`config.mk`:
```
export PLATFORM = sky130hd
export DESIGN_NAME = drs_selector
export DESIGN_NICKNAME = d
export VERILOG_FILES = /design/src/core/drs_pkg.sv /design/src/core/drs_selector.sv
export SDC_FILE = /design/constraint.sdc
export NUM_CORES = 1
export LEC_CHECK = 0
export ABC_AREA = 1
export BUFFER_PORTS_ARGS = -buffer_cell sky130_fd_sc_hd__buf_4
export CAP_MARGIN = 20
export CORE_ASPECT_RATIO = 1.75
export CORE_MARGIN = 2
export CORE_UTILIZATION = 62
export DETAILED_ROUTE_END_ITERATION = 6
export PLACE_DENSITY = 0.85
export SETUP_SLACK_MARGIN = 0.05
export SLEW_MARGIN = 20
export SYNTH_ARGS = -nofsm -noshare
export SYNTH_HDL_FRONTEND = slang
export SYNTH_SLANG_ARGS = --single-unit
```
`constraint.sdc`:
```
create_clock -name CLK -period 11.45 [get_ports CLK]
set_input_delay 1.145 -clock CLK [delete_from_list [all_inputs] [get_ports CLK]]
set_output_delay 1.145 -clock CLK [all_outputs]
set_load 0.01 [all_outputs]
```
`src/core/drs_pkg.sv`:
```
// constants and types shared by the dpll reference selector
// assumes one system clock and references numbered from zero
package drs_pkg;

  localparam int NUM_DPLL = 2;
  localparam int NUM_REF  = 8;
  localparam int REF_W    = 3;
  localparam int PRIO_W   = 4;
  localparam int STAT_W   = 4;
  localparam int NUM_SRC  = 5;

  // failure source positions inside each mask
  localparam int SRC_SIGNAL_ABSENCE = 0;
  localparam int SRC_SINGLE_CYCLE   = 1;
  localparam int SRC_COARSE_FREQ    = 2;
  localparam int SRC_PRECISE_FREQ   = 3;
  localparam int SRC_GUARD_SOAK     = 4;

  // priority code that keeps a reference out of selection
  localparam logic [PRIO_W-1:0] PRIO_DISABLE = 4'hF;

  // reset values
  localparam logic [REF_W-1:0]   RST_REF  = 3'h0;
  localparam logic [NUM_SRC-1:0] RST_MASK = 5'h00;

  // gray along freerun -> normal -> holdover
  typedef enum logic [1:0] {
    DRS_FREERUN  = 2'b00,
    DRS_NORMAL   = 2'b01,
    DRS_HOLDOVER = 2'b11
  } drs_state_t;

endpackage

```
`src/core/drs_selector.sv`:
```
// reference selection and state control for every dpll of the device
// assumes monitor flags and host controls are synchronous to CLK
//
// Operation
// - automatic mode picks state and reference itself
// - managed mode follows host reference, picks state itself
// - entering automatic keeps current reference locked
// - each dpll has its own machine
// - select highest priority available, fall to next
// - switch only on failures with switch or holdover mask
// - all failed enters holdover via holdover mask
// - leave holdover once entry conditions clear
// - per dpll status shows active reference
// - priority 0 to 14, smaller preferred
// - priority 1111 excludes the reference
// - equal priority prefers lower reference index
// - priority resets to reference index
// - no revert among equals, revert to better
// - managed failure goes holdover, never auto-switch
// - failed host choice holds over until valid
// - managed holdover on any holdover-masked failure source
// - host select change passes through holdover
// - paired sync follows the selected reference
// - pairing a reference with itself disables pairing
// - status code equals reference index
// - normal and holdover flags per dpll
`timescale 1ns/1ns

module drs_selector
  import drs_pkg::*;
(
  // clock and reset
  input  wire logic                         CLK,
  input  wire logic                         NRST,
  // reference monitor failure flags, one bit per reference
  input  wire logic [NUM_REF-1:0]           SIGNAL_ABSENCE_MONITOR_FAIL,
  input  wire logic [NUM_REF-1:0]           SINGLE_CYCLE_MONITOR_FAIL,
  input  wire logic [NUM_REF-1:0]           COARSE_FREQ_MONITOR_FAIL,
  input  wire logic [NUM_REF-1:0]           PRECISE_FREQ_MONITOR_FAIL,
  input  wire logic [NUM_REF-1:0]           GUARD_SOAK_TIMER_FAIL,
  // per dpll controls, dpll d in slice d
  input  wire logic [NUM_DPLL-1:0]          MANAGED,
  input  wire logic [NUM_DPLL*REF_W-1:0]    HOST_REF_SEL,
  input  wire logic [NUM_DPLL*NUM_SRC-1:0]  SWITCH_MASK,
  input  wire logic [NUM_DPLL*NUM_SRC-1:0]  HOLDOVER_MASK,
  // priority write port
  input  wire logic                         PRIO_WE,
  input  wire logic [NUM_DPLL-1:0]          PRIO_DPLL_SEL,
  input  wire logic [REF_W-1:0]             PRIO_REF,
  input  wire logic [PRIO_W-1:0]            PRIO_VALUE,
  // sync pair write port
  input  wire logic                         PAIR_WE,
  input  wire logic [REF_W-1:0]             PAIR_REF,
  input  wire logic [REF_W-1:0]             PAIR_VALUE,
  // per dpll status
  output logic [NUM_DPLL*STAT_W-1:0]        ACTIVE_REF,
  output logic [NUM_DPLL-1:0]               NORMAL_FLAG,
  output logic [NUM_DPLL-1:0]               HOLDOVER_FLAG,
  output logic [NUM_DPLL*REF_W-1:0]         SYNC_REF,
  output logic [NUM_DPLL-1:0]               SYNC_VALID
);

  // any enabled failure among the five sources of one reference
  function automatic logic drs_fail(input logic [NUM_SRC-1:0] src,
                                    input logic [NUM_SRC-1:0] mask);
    return |(src & mask);
  endfunction

  // best usable reference: {found, index}
  function automatic logic [REF_W:0] drs_pick(
    input logic [NUM_REF*PRIO_W-1:0] pr,
    input logic [NUM_REF-1:0]        ok
  );
    logic [REF_W:0]  res;
    logic [PRIO_W-1:0] bp;
    res = '0;
    bp  = PRIO_DISABLE;
    for (int r = 0; r < NUM_REF; r++)
    begin
      // strict compare keeps the lower index on a tie
      if (ok[r] && (!res[REF_W] || pr[r*PRIO_W +: PRIO_W] < bp))
      begin
        res = {1'b1, REF_W'(r)};
        bp  = pr[r*PRIO_W +: PRIO_W];
      end
    end
    return res;
  endfunction

  logic [NUM_REF*PRIO_W-1:0] prio [NUM_DPLL];
  logic [REF_W-1:0]          pair [NUM_REF];
  logic [NUM_SRC-1:0]        src  [NUM_REF];

  always_comb
  begin
    for (int r = 0; r < NUM_REF; r++)
    begin
      src[r] = '0;
      src[r][SRC_SIGNAL_ABSENCE] = SIGNAL_ABSENCE_MONITOR_FAIL[r];
      src[r][SRC_SINGLE_CYCLE]   = SINGLE_CYCLE_MONITOR_FAIL[r];
      src[r][SRC_COARSE_FREQ]    = COARSE_FREQ_MONITOR_FAIL[r];
      src[r][SRC_PRECISE_FREQ]   = PRECISE_FREQ_MONITOR_FAIL[r];
      src[r][SRC_GUARD_SOAK]     = GUARD_SOAK_TIMER_FAIL[r];
    end
  end

  // priority table, each entry starts at its own reference number
  always_ff @(posedge CLK or negedge NRST)
  begin
    if (!NRST)
    begin
      for (int d = 0; d < NUM_DPLL; d++)
        for (int r = 0; r < NUM_REF; r++)
          prio[d][r*PRIO_W +: PRIO_W] <= PRIO_W'(r);
    end
    else if (PRIO_WE)
    begin
      for (int d = 0; d < NUM_DPLL; d++)
        if (PRIO_DPLL_SEL[d])
          prio[d][PRIO_REF*PRIO_W +: PRIO_W] <= PRIO_VALUE;
    end
  end

  // sync pair table, self pairing means no sync
  always_ff @(posedge CLK or negedge NRST)
  begin
    if (!NRST)
    begin
      for (int r = 0; r < NUM_REF; r++)
        pair[r] <= REF_W'(r);
    end
    else if (PAIR_WE)
      pair[PAIR_REF] <= PAIR_VALUE;
  end

  for (genvar d = 0; d < NUM_DPLL; d++)
  begin : g_dpll
    // private decision state for this dpll only
    drs_state_t          state;
    drs_state_t          next_state;
    logic [REF_W-1:0]    cur;
    logic [REF_W-1:0]    next_cur;
    logic                no_revert;
    logic                next_no_revert;
    logic                prev_man;
    logic [NUM_REF-1:0]  sw_fail;
    logic [NUM_REF-1:0]  ho_fail;
    logic [NUM_REF-1:0]  usable;
    logic [REF_W:0]      best;
    logic [REF_W-1:0]    sel;
    logic                man;
    logic                cur_bad;
    logic                better;
    logic [STAT_W-1:0]   act_code;
    logic                in_normal;
    logic                in_holdover;
    logic [REF_W-1:0]    sync_sel;
    logic                sync_ok;

    assign man = MANAGED[d];
    assign sel = HOST_REF_SEL[d*REF_W +: REF_W];

    always_comb
    begin
      for (int r = 0; r < NUM_REF; r++)
      begin
        sw_fail[r] = drs_fail(src[r], SWITCH_MASK[d*NUM_SRC +: NUM_SRC]);
        ho_fail[r] = drs_fail(src[r], HOLDOVER_MASK[d*NUM_SRC +: NUM_SRC]);
        usable[r]  = (prio[d][r*PRIO_W +: PRIO_W] != PRIO_DISABLE)
                     && !sw_fail[r] && !ho_fail[r];
      end
    end

    assign best    = drs_pick(prio[d], usable);
    assign cur_bad = !usable[cur];
    // only a strictly better priority pulls the dpll back
    assign better  = best[REF_W] && (prio[d][best[REF_W-1:0]*PRIO_W +: PRIO_W]
                     < prio[d][cur*PRIO_W +: PRIO_W]);

    always_comb
    begin
      next_state     = state;
      next_cur       = cur;
      next_no_revert = no_revert;
      if (prev_man && !man)
        next_no_revert = 1'b1;
      if (man)
      begin
        // host owns the reference, failures only hold over
        case (state)
          DRS_FREERUN:
          begin
            next_cur = sel;
            if (!ho_fail[sel])
              next_state = DRS_NORMAL;
          end
          DRS_NORMAL:
          begin
            if (sel != cur)
            begin
              next_cur   = sel;
              next_state = DRS_HOLDOVER;
            end
            else if (ho_fail[cur])
              next_state = DRS_HOLDOVER;
          end
          DRS_HOLDOVER:
          begin
            next_cur = sel;
            if (sel == cur && !ho_fail[cur])
              next_state = DRS_NORMAL;
          end
          default:
            next_state = DRS_FREERUN;
        endcase
      end
      else
      begin
        case (state)
          DRS_FREERUN:
          begin
            if (best[REF_W])
            begin
              next_cur   = best[REF_W-1:0];
              next_state = DRS_NORMAL;
            end
          end
          DRS_NORMAL:
          begin
            if (cur_bad && best[REF_W])
            begin
              next_cur       = best[REF_W-1:0];
              next_no_revert = 1'b0;
            end
            else if (cur_bad && ho_fail[cur])
            begin
              next_state     = DRS_HOLDOVER;
              next_no_revert = 1'b0;
            end
            else if (cur_bad)
              next_no_revert = 1'b0;
            // the first cycle after leaving managed mode must not revert either
            else if (better && !no_revert && !prev_man)
              next_cur = best[REF_W-1:0];
          end
          DRS_HOLDOVER:
          begin
            if (best[REF_W])
            begin
              next_cur   = best[REF_W-1:0];
              next_state = DRS_NORMAL;
            end
          end
          default:
            next_state = DRS_FREERUN;
        endcase
      end
    end

    always_ff @(posedge CLK or negedge NRST)
    begin
      if (!NRST)
      begin
        state     <= DRS_FREERUN;
        cur       <= RST_REF;
        no_revert <= 1'b0;
        prev_man  <= 1'b0;
      end
      else
      begin
        state     <= next_state;
        cur       <= next_cur;
        no_revert <= next_no_revert;
        prev_man  <= man;
      end
    end

    // registered status
    always_ff @(posedge CLK or negedge NRST)
    begin
      if (!NRST)
      begin
        act_code    <= '0;
        in_normal   <= 1'b0;
        in_holdover <= 1'b0;
      end
      else
      begin
        act_code    <= STAT_W'(next_cur);
        in_normal   <= (next_state == DRS_NORMAL);
        in_holdover <= (next_state == DRS_HOLDOVER);
      end
    end

    // sync input travels with the selected clock reference
    always_ff @(posedge CLK or negedge NRST)
    begin
      if (!NRST)
      begin
        sync_sel <= RST_REF;
        sync_ok  <= 1'b0;
      end
      else
      begin
        sync_sel <= pair[next_cur];
        sync_ok  <= (next_state == DRS_NORMAL)
                    && (pair[next_cur] != next_cur);
      end
    end

    // each dpll owns its slice through a plain assign, so no bit has two processes
    assign ACTIVE_REF[d*STAT_W +: STAT_W] = act_code;
    assign NORMAL_FLAG[d]                 = in_normal;
    assign HOLDOVER_FLAG[d]               = in_holdover;
    assign SYNC_REF[d*REF_W +: REF_W]     = sync_sel;
    assign SYNC_VALID[d]                  = sync_ok;
  end

endmodule

```
==> results.yml <==
status:
  status: "finished with violations"
  violations: "DRC"
floorplan:
  coreArea_mm2: 0.0179
  rows: 65
  ios: 107
  initial_core_util_pct: 62.7
  die_y_um: 182
  fp.dieW_um: 106
  die_area_mm2: 0.0192
global_routing:
  grt_pass1_vias: 12700
  overflow: 0
  grt_usage_pct: 42.5
  grt_pass1_wl_mm: 64.2
  grt_max_degree: 69
  grt_antenna_before_repair: 0
setup_path:
  cp.required_ns: 11.75
  r2r_end: "g_dpll[1].sync_ok$_DFF_PN0_"
  cp_common_cell: "nand2_1"
  crit_fanout: 10
  critPathSlowestCell: "o21ai_0"
  end_kind: "flip-flop"
  arrival_ns: 10.96
  crit-reg2reg-launch: "prio[0]$_DFFE_PN0P_"
  r2r_slack_ns: 1.08
  worstRegToRegCells: 90
  critical_path_class: "in -> reg"
  start_kind: "primary input"
  cpPeakStageDelay_ns: 0.45
synthesis:
  yosysUniqueCellTypes: 50
  synth_edf_count: 0
  synth.cell_area_mm2: 0.0112
  ys_warn_count: 0
  synth.avg_cell_area_um2: 6.34
  synth_seq_cells: 114
  async_reset_ff_share_pct: 100
  yosysSeqAreaShare_pct: 25.8
  netlist_instances: 1769
  ys.flop_type: "dfrtp_1"
pwr:
  peakVddDrop_mv: 0.231
  p_leak_nw: 6.76
  powerDensity_mw_per_mm2: 194
sta:
  post-route-period-util_pct: 93.1
  layout_min_cycle_time_ns: 10.66
  setup_violations: 0
  tightest_slew_ns: 1.15
  skew_ns: 0.00789
  slew_viol_final: 0
  fmax_ghz: 0.0938
  hold_viol_final: 0
  timing.hold.ws_ns: 0.500
  maxSlewHeadroom_pct: 22.8
  finalWorstSetupSlack_ns: 0.793
finish:
  layout-drive-gt1-share_pct: 19.0
  final_cell_count_no_fill: 2166
  final_cell_mix: "nand2_1, inv_1, nand3_1"
  layout_commonest_cell: "nand2_1"
  nets: 2046
  synthToLayoutAreaGrowth_pct: 17.5
  diodes: 0
detailed_routing:
  drt_first_pass_iters: 7
  wl_per_cell_um: 19.3
  viasPerCell: 6.14
  drt_wl_total_mm: 41.8
  ant_nets: 0
  remaining_drc_errors: 1
  vias: 13300
  drt-initial-drc-count: 1346
cts:
  clk_pin_slew_worst_paths_ns: 0.05
  holdBufCountCts: 0
  clk_latency_ns: 0.42
  cts_tree: "built"
  clockRootBuffer: "clkbuf_16"
  htreeDepth: 4
  cts_buffer_depth: 2
  cts_num_sinks: 114
  cts_made_buffers: 17
place:
  io_buffers: 104
  dp_hpwl_mm: 32.2
  gp_congestion: 1.15
  place_inst: 2119
  dp_slack_ns: -0.136
min_path:
  min_path_cells: 2
  hold_class: "reg -> reg"
  min_from: "pair[11]$_DFFE_PN1P_"
  hold_path_end: "pair[11]$_DFFE_PN1P_"
job:
  cap_violations: 0
through the flow:
stage / power (mW) / TNS [ns] / utilization, % / area [um^2]
finish: 2.56 / 0 / 73.7 / 13200
floorplan: 1.56 / 0 / - / 11200
detailed placement: 1.98 / -0.136 / 69.7 / 12500
global route: 2.72 / -0.0150 / 73.7 / 13200
global placement: 1.95 / 0 / 69.6 / 12500
CTS: 2.46 / 0 / 72.6 / 13000
area by class of cell:
class                      instances  area [um^2]
clock buffer                      25          465
clock inverter                     7         60.1
fill                            1490         4710
inverter                         257          973
multi-input combinational       1349         7130
sequential                       114         2900
tap                              234          293
timing repair buffer             180         1370
kinds of logic after synthesis:
family          after synthesis  share of synthesized area (%)
buf+inv                     307                           11.3
simple gates                934                           38.7
fa+ha+maj                    40                           4.46
other cells                   1                         0.0334
xor+xnor                      6                          0.468
flops                       114                           25.8
compound gates              367                           19.1
where the power goes:
group	leakage, nW	internal, mW	total, mW	switching, mW
registers	1.37	0.520	0.662	0.142
logic	5.13	0.512	1.42	0.910
clock network	0.263	0.301	0.477	0.176
total	6.76	1.33	2.56	1.23
worst max-delay path, delay by kind of cell:
kind,cells,cell delay (ns)
AO/OA/AOI/OAI,14,2.06
adder cells (fa/ha/maj),8,2.26
buffers and inverters,15,1.20
AND/OR/NAND/NOR,52,4.26
routing by layer:
metal | vias up | wire [um] | track usage (%) | share of wire [%]
met5 | - | 0 | 0 | 0
met4 | 0 | 4260 | 36.4 | 10
met3 | 285 | 3260 | 7.29 | 7.8
met2 | 843 | 20200 | 71.7 | 48
met1 | 5999 | 14000 | 45.4 | 34
li1 | 6179 | - | - | -
how the worst max path moves through the flow:
stage,from,end,slack (ns),depth (start not counted)
2_1_floorplan,SWITCH_MASK[3],g_dpll[0].sync_ok$_DFF_PN0_,0.86,83
3_3_place_gp,SWITCH_MASK[7],g_dpll[1].sync_ok$_DFF_PN0_,0.18,83
3_5_place_dp,HOLDOVER_MASK[6],g_dpll[1].sync_ok$_DFF_PN0_,-0.14,81
4_1_cts,HOLDOVER_MASK[6],g_dpll[1].sync_ok$_DFF_PN0_,0.24,81
5_1_grt,COARSE_FREQ_MONITOR_FAIL[0],g_dpll[0].sync_ok$_DFF_PN0_,-0.01,89
6_report,HOLDOVER_MASK[6],g_dpll[1].sync_ok$_DFF_PN0_,0.79,89
sequential cells by signal, indices dropped and copies added (netlist names), 3 cells and up:
register         flops
g_dpll.act_code      3
g_dpll.sync_sel      6
prio                64
pair                24
g_dpll.cur           3
g_dpll.state         4
repair_timing:
| action | CTS | global route |
|---|---|---|
| buffers inserted | 0 | 14 |
| setup endpoints to repair | 0 | 13 |
| gates resized for setup | 0 | 31 |
cells in the mapped netlist, types with 2 or more instances:
library cell / n / share of area [%]
nand2_1: 518 / 17
inv_1: 232 / 7.8
nand3_1: 204 / 9.1
o21ai_0: 170 / 7.6
nor2_1: 86 / 2.9
dfrtp_1: 78 / 17
a21oi_1: 72 / 3.2
nand2_2: 43 / 2.4
ha_1: 40 / 4.5
dfstp_2: 36 / 8.4
nand2_4: 26 / 2.6
o211ai_1: 25 / 1.7
a221oi_1: 22 / 1.7
clkbuf_1: 22 / 0.74
a31oi_1: 21 / 1.2
o22ai_1: 21 / 1.2
buf_4: 18 / 1.2
inv_2: 18 / 0.60
nor4_1: 14 / 0.78
o21bai_1: 10 / 0.67
nand4_1: 8 / 0.45
nor3_1: 7 / 0.31
buf_6: 6 / 0.60
clkinv_1: 6 / 0.20
nand3_2: 6 / 0.54
xor2_1: 6 / 0.47
a22oi_1: 5 / 0.33
or2_2: 5 / 0.28
a211oi_1: 4 / 0.27
buf_2: 4 / 0.18
nor2_4: 4 / 0.40
o2111ai_1: 4 / 0.31
o31ai_1: 4 / 0.27
nand2_8: 3 / 0.54
nand3b_1: 2 / 0.13
nand4_4: 2 / 0.38
nor4_4: 2 / 0.38
o21ai_1: 2 / 0.089
or3_1: 2 / 0.11
No activity file was read; power rests on OpenSTA's default activity.
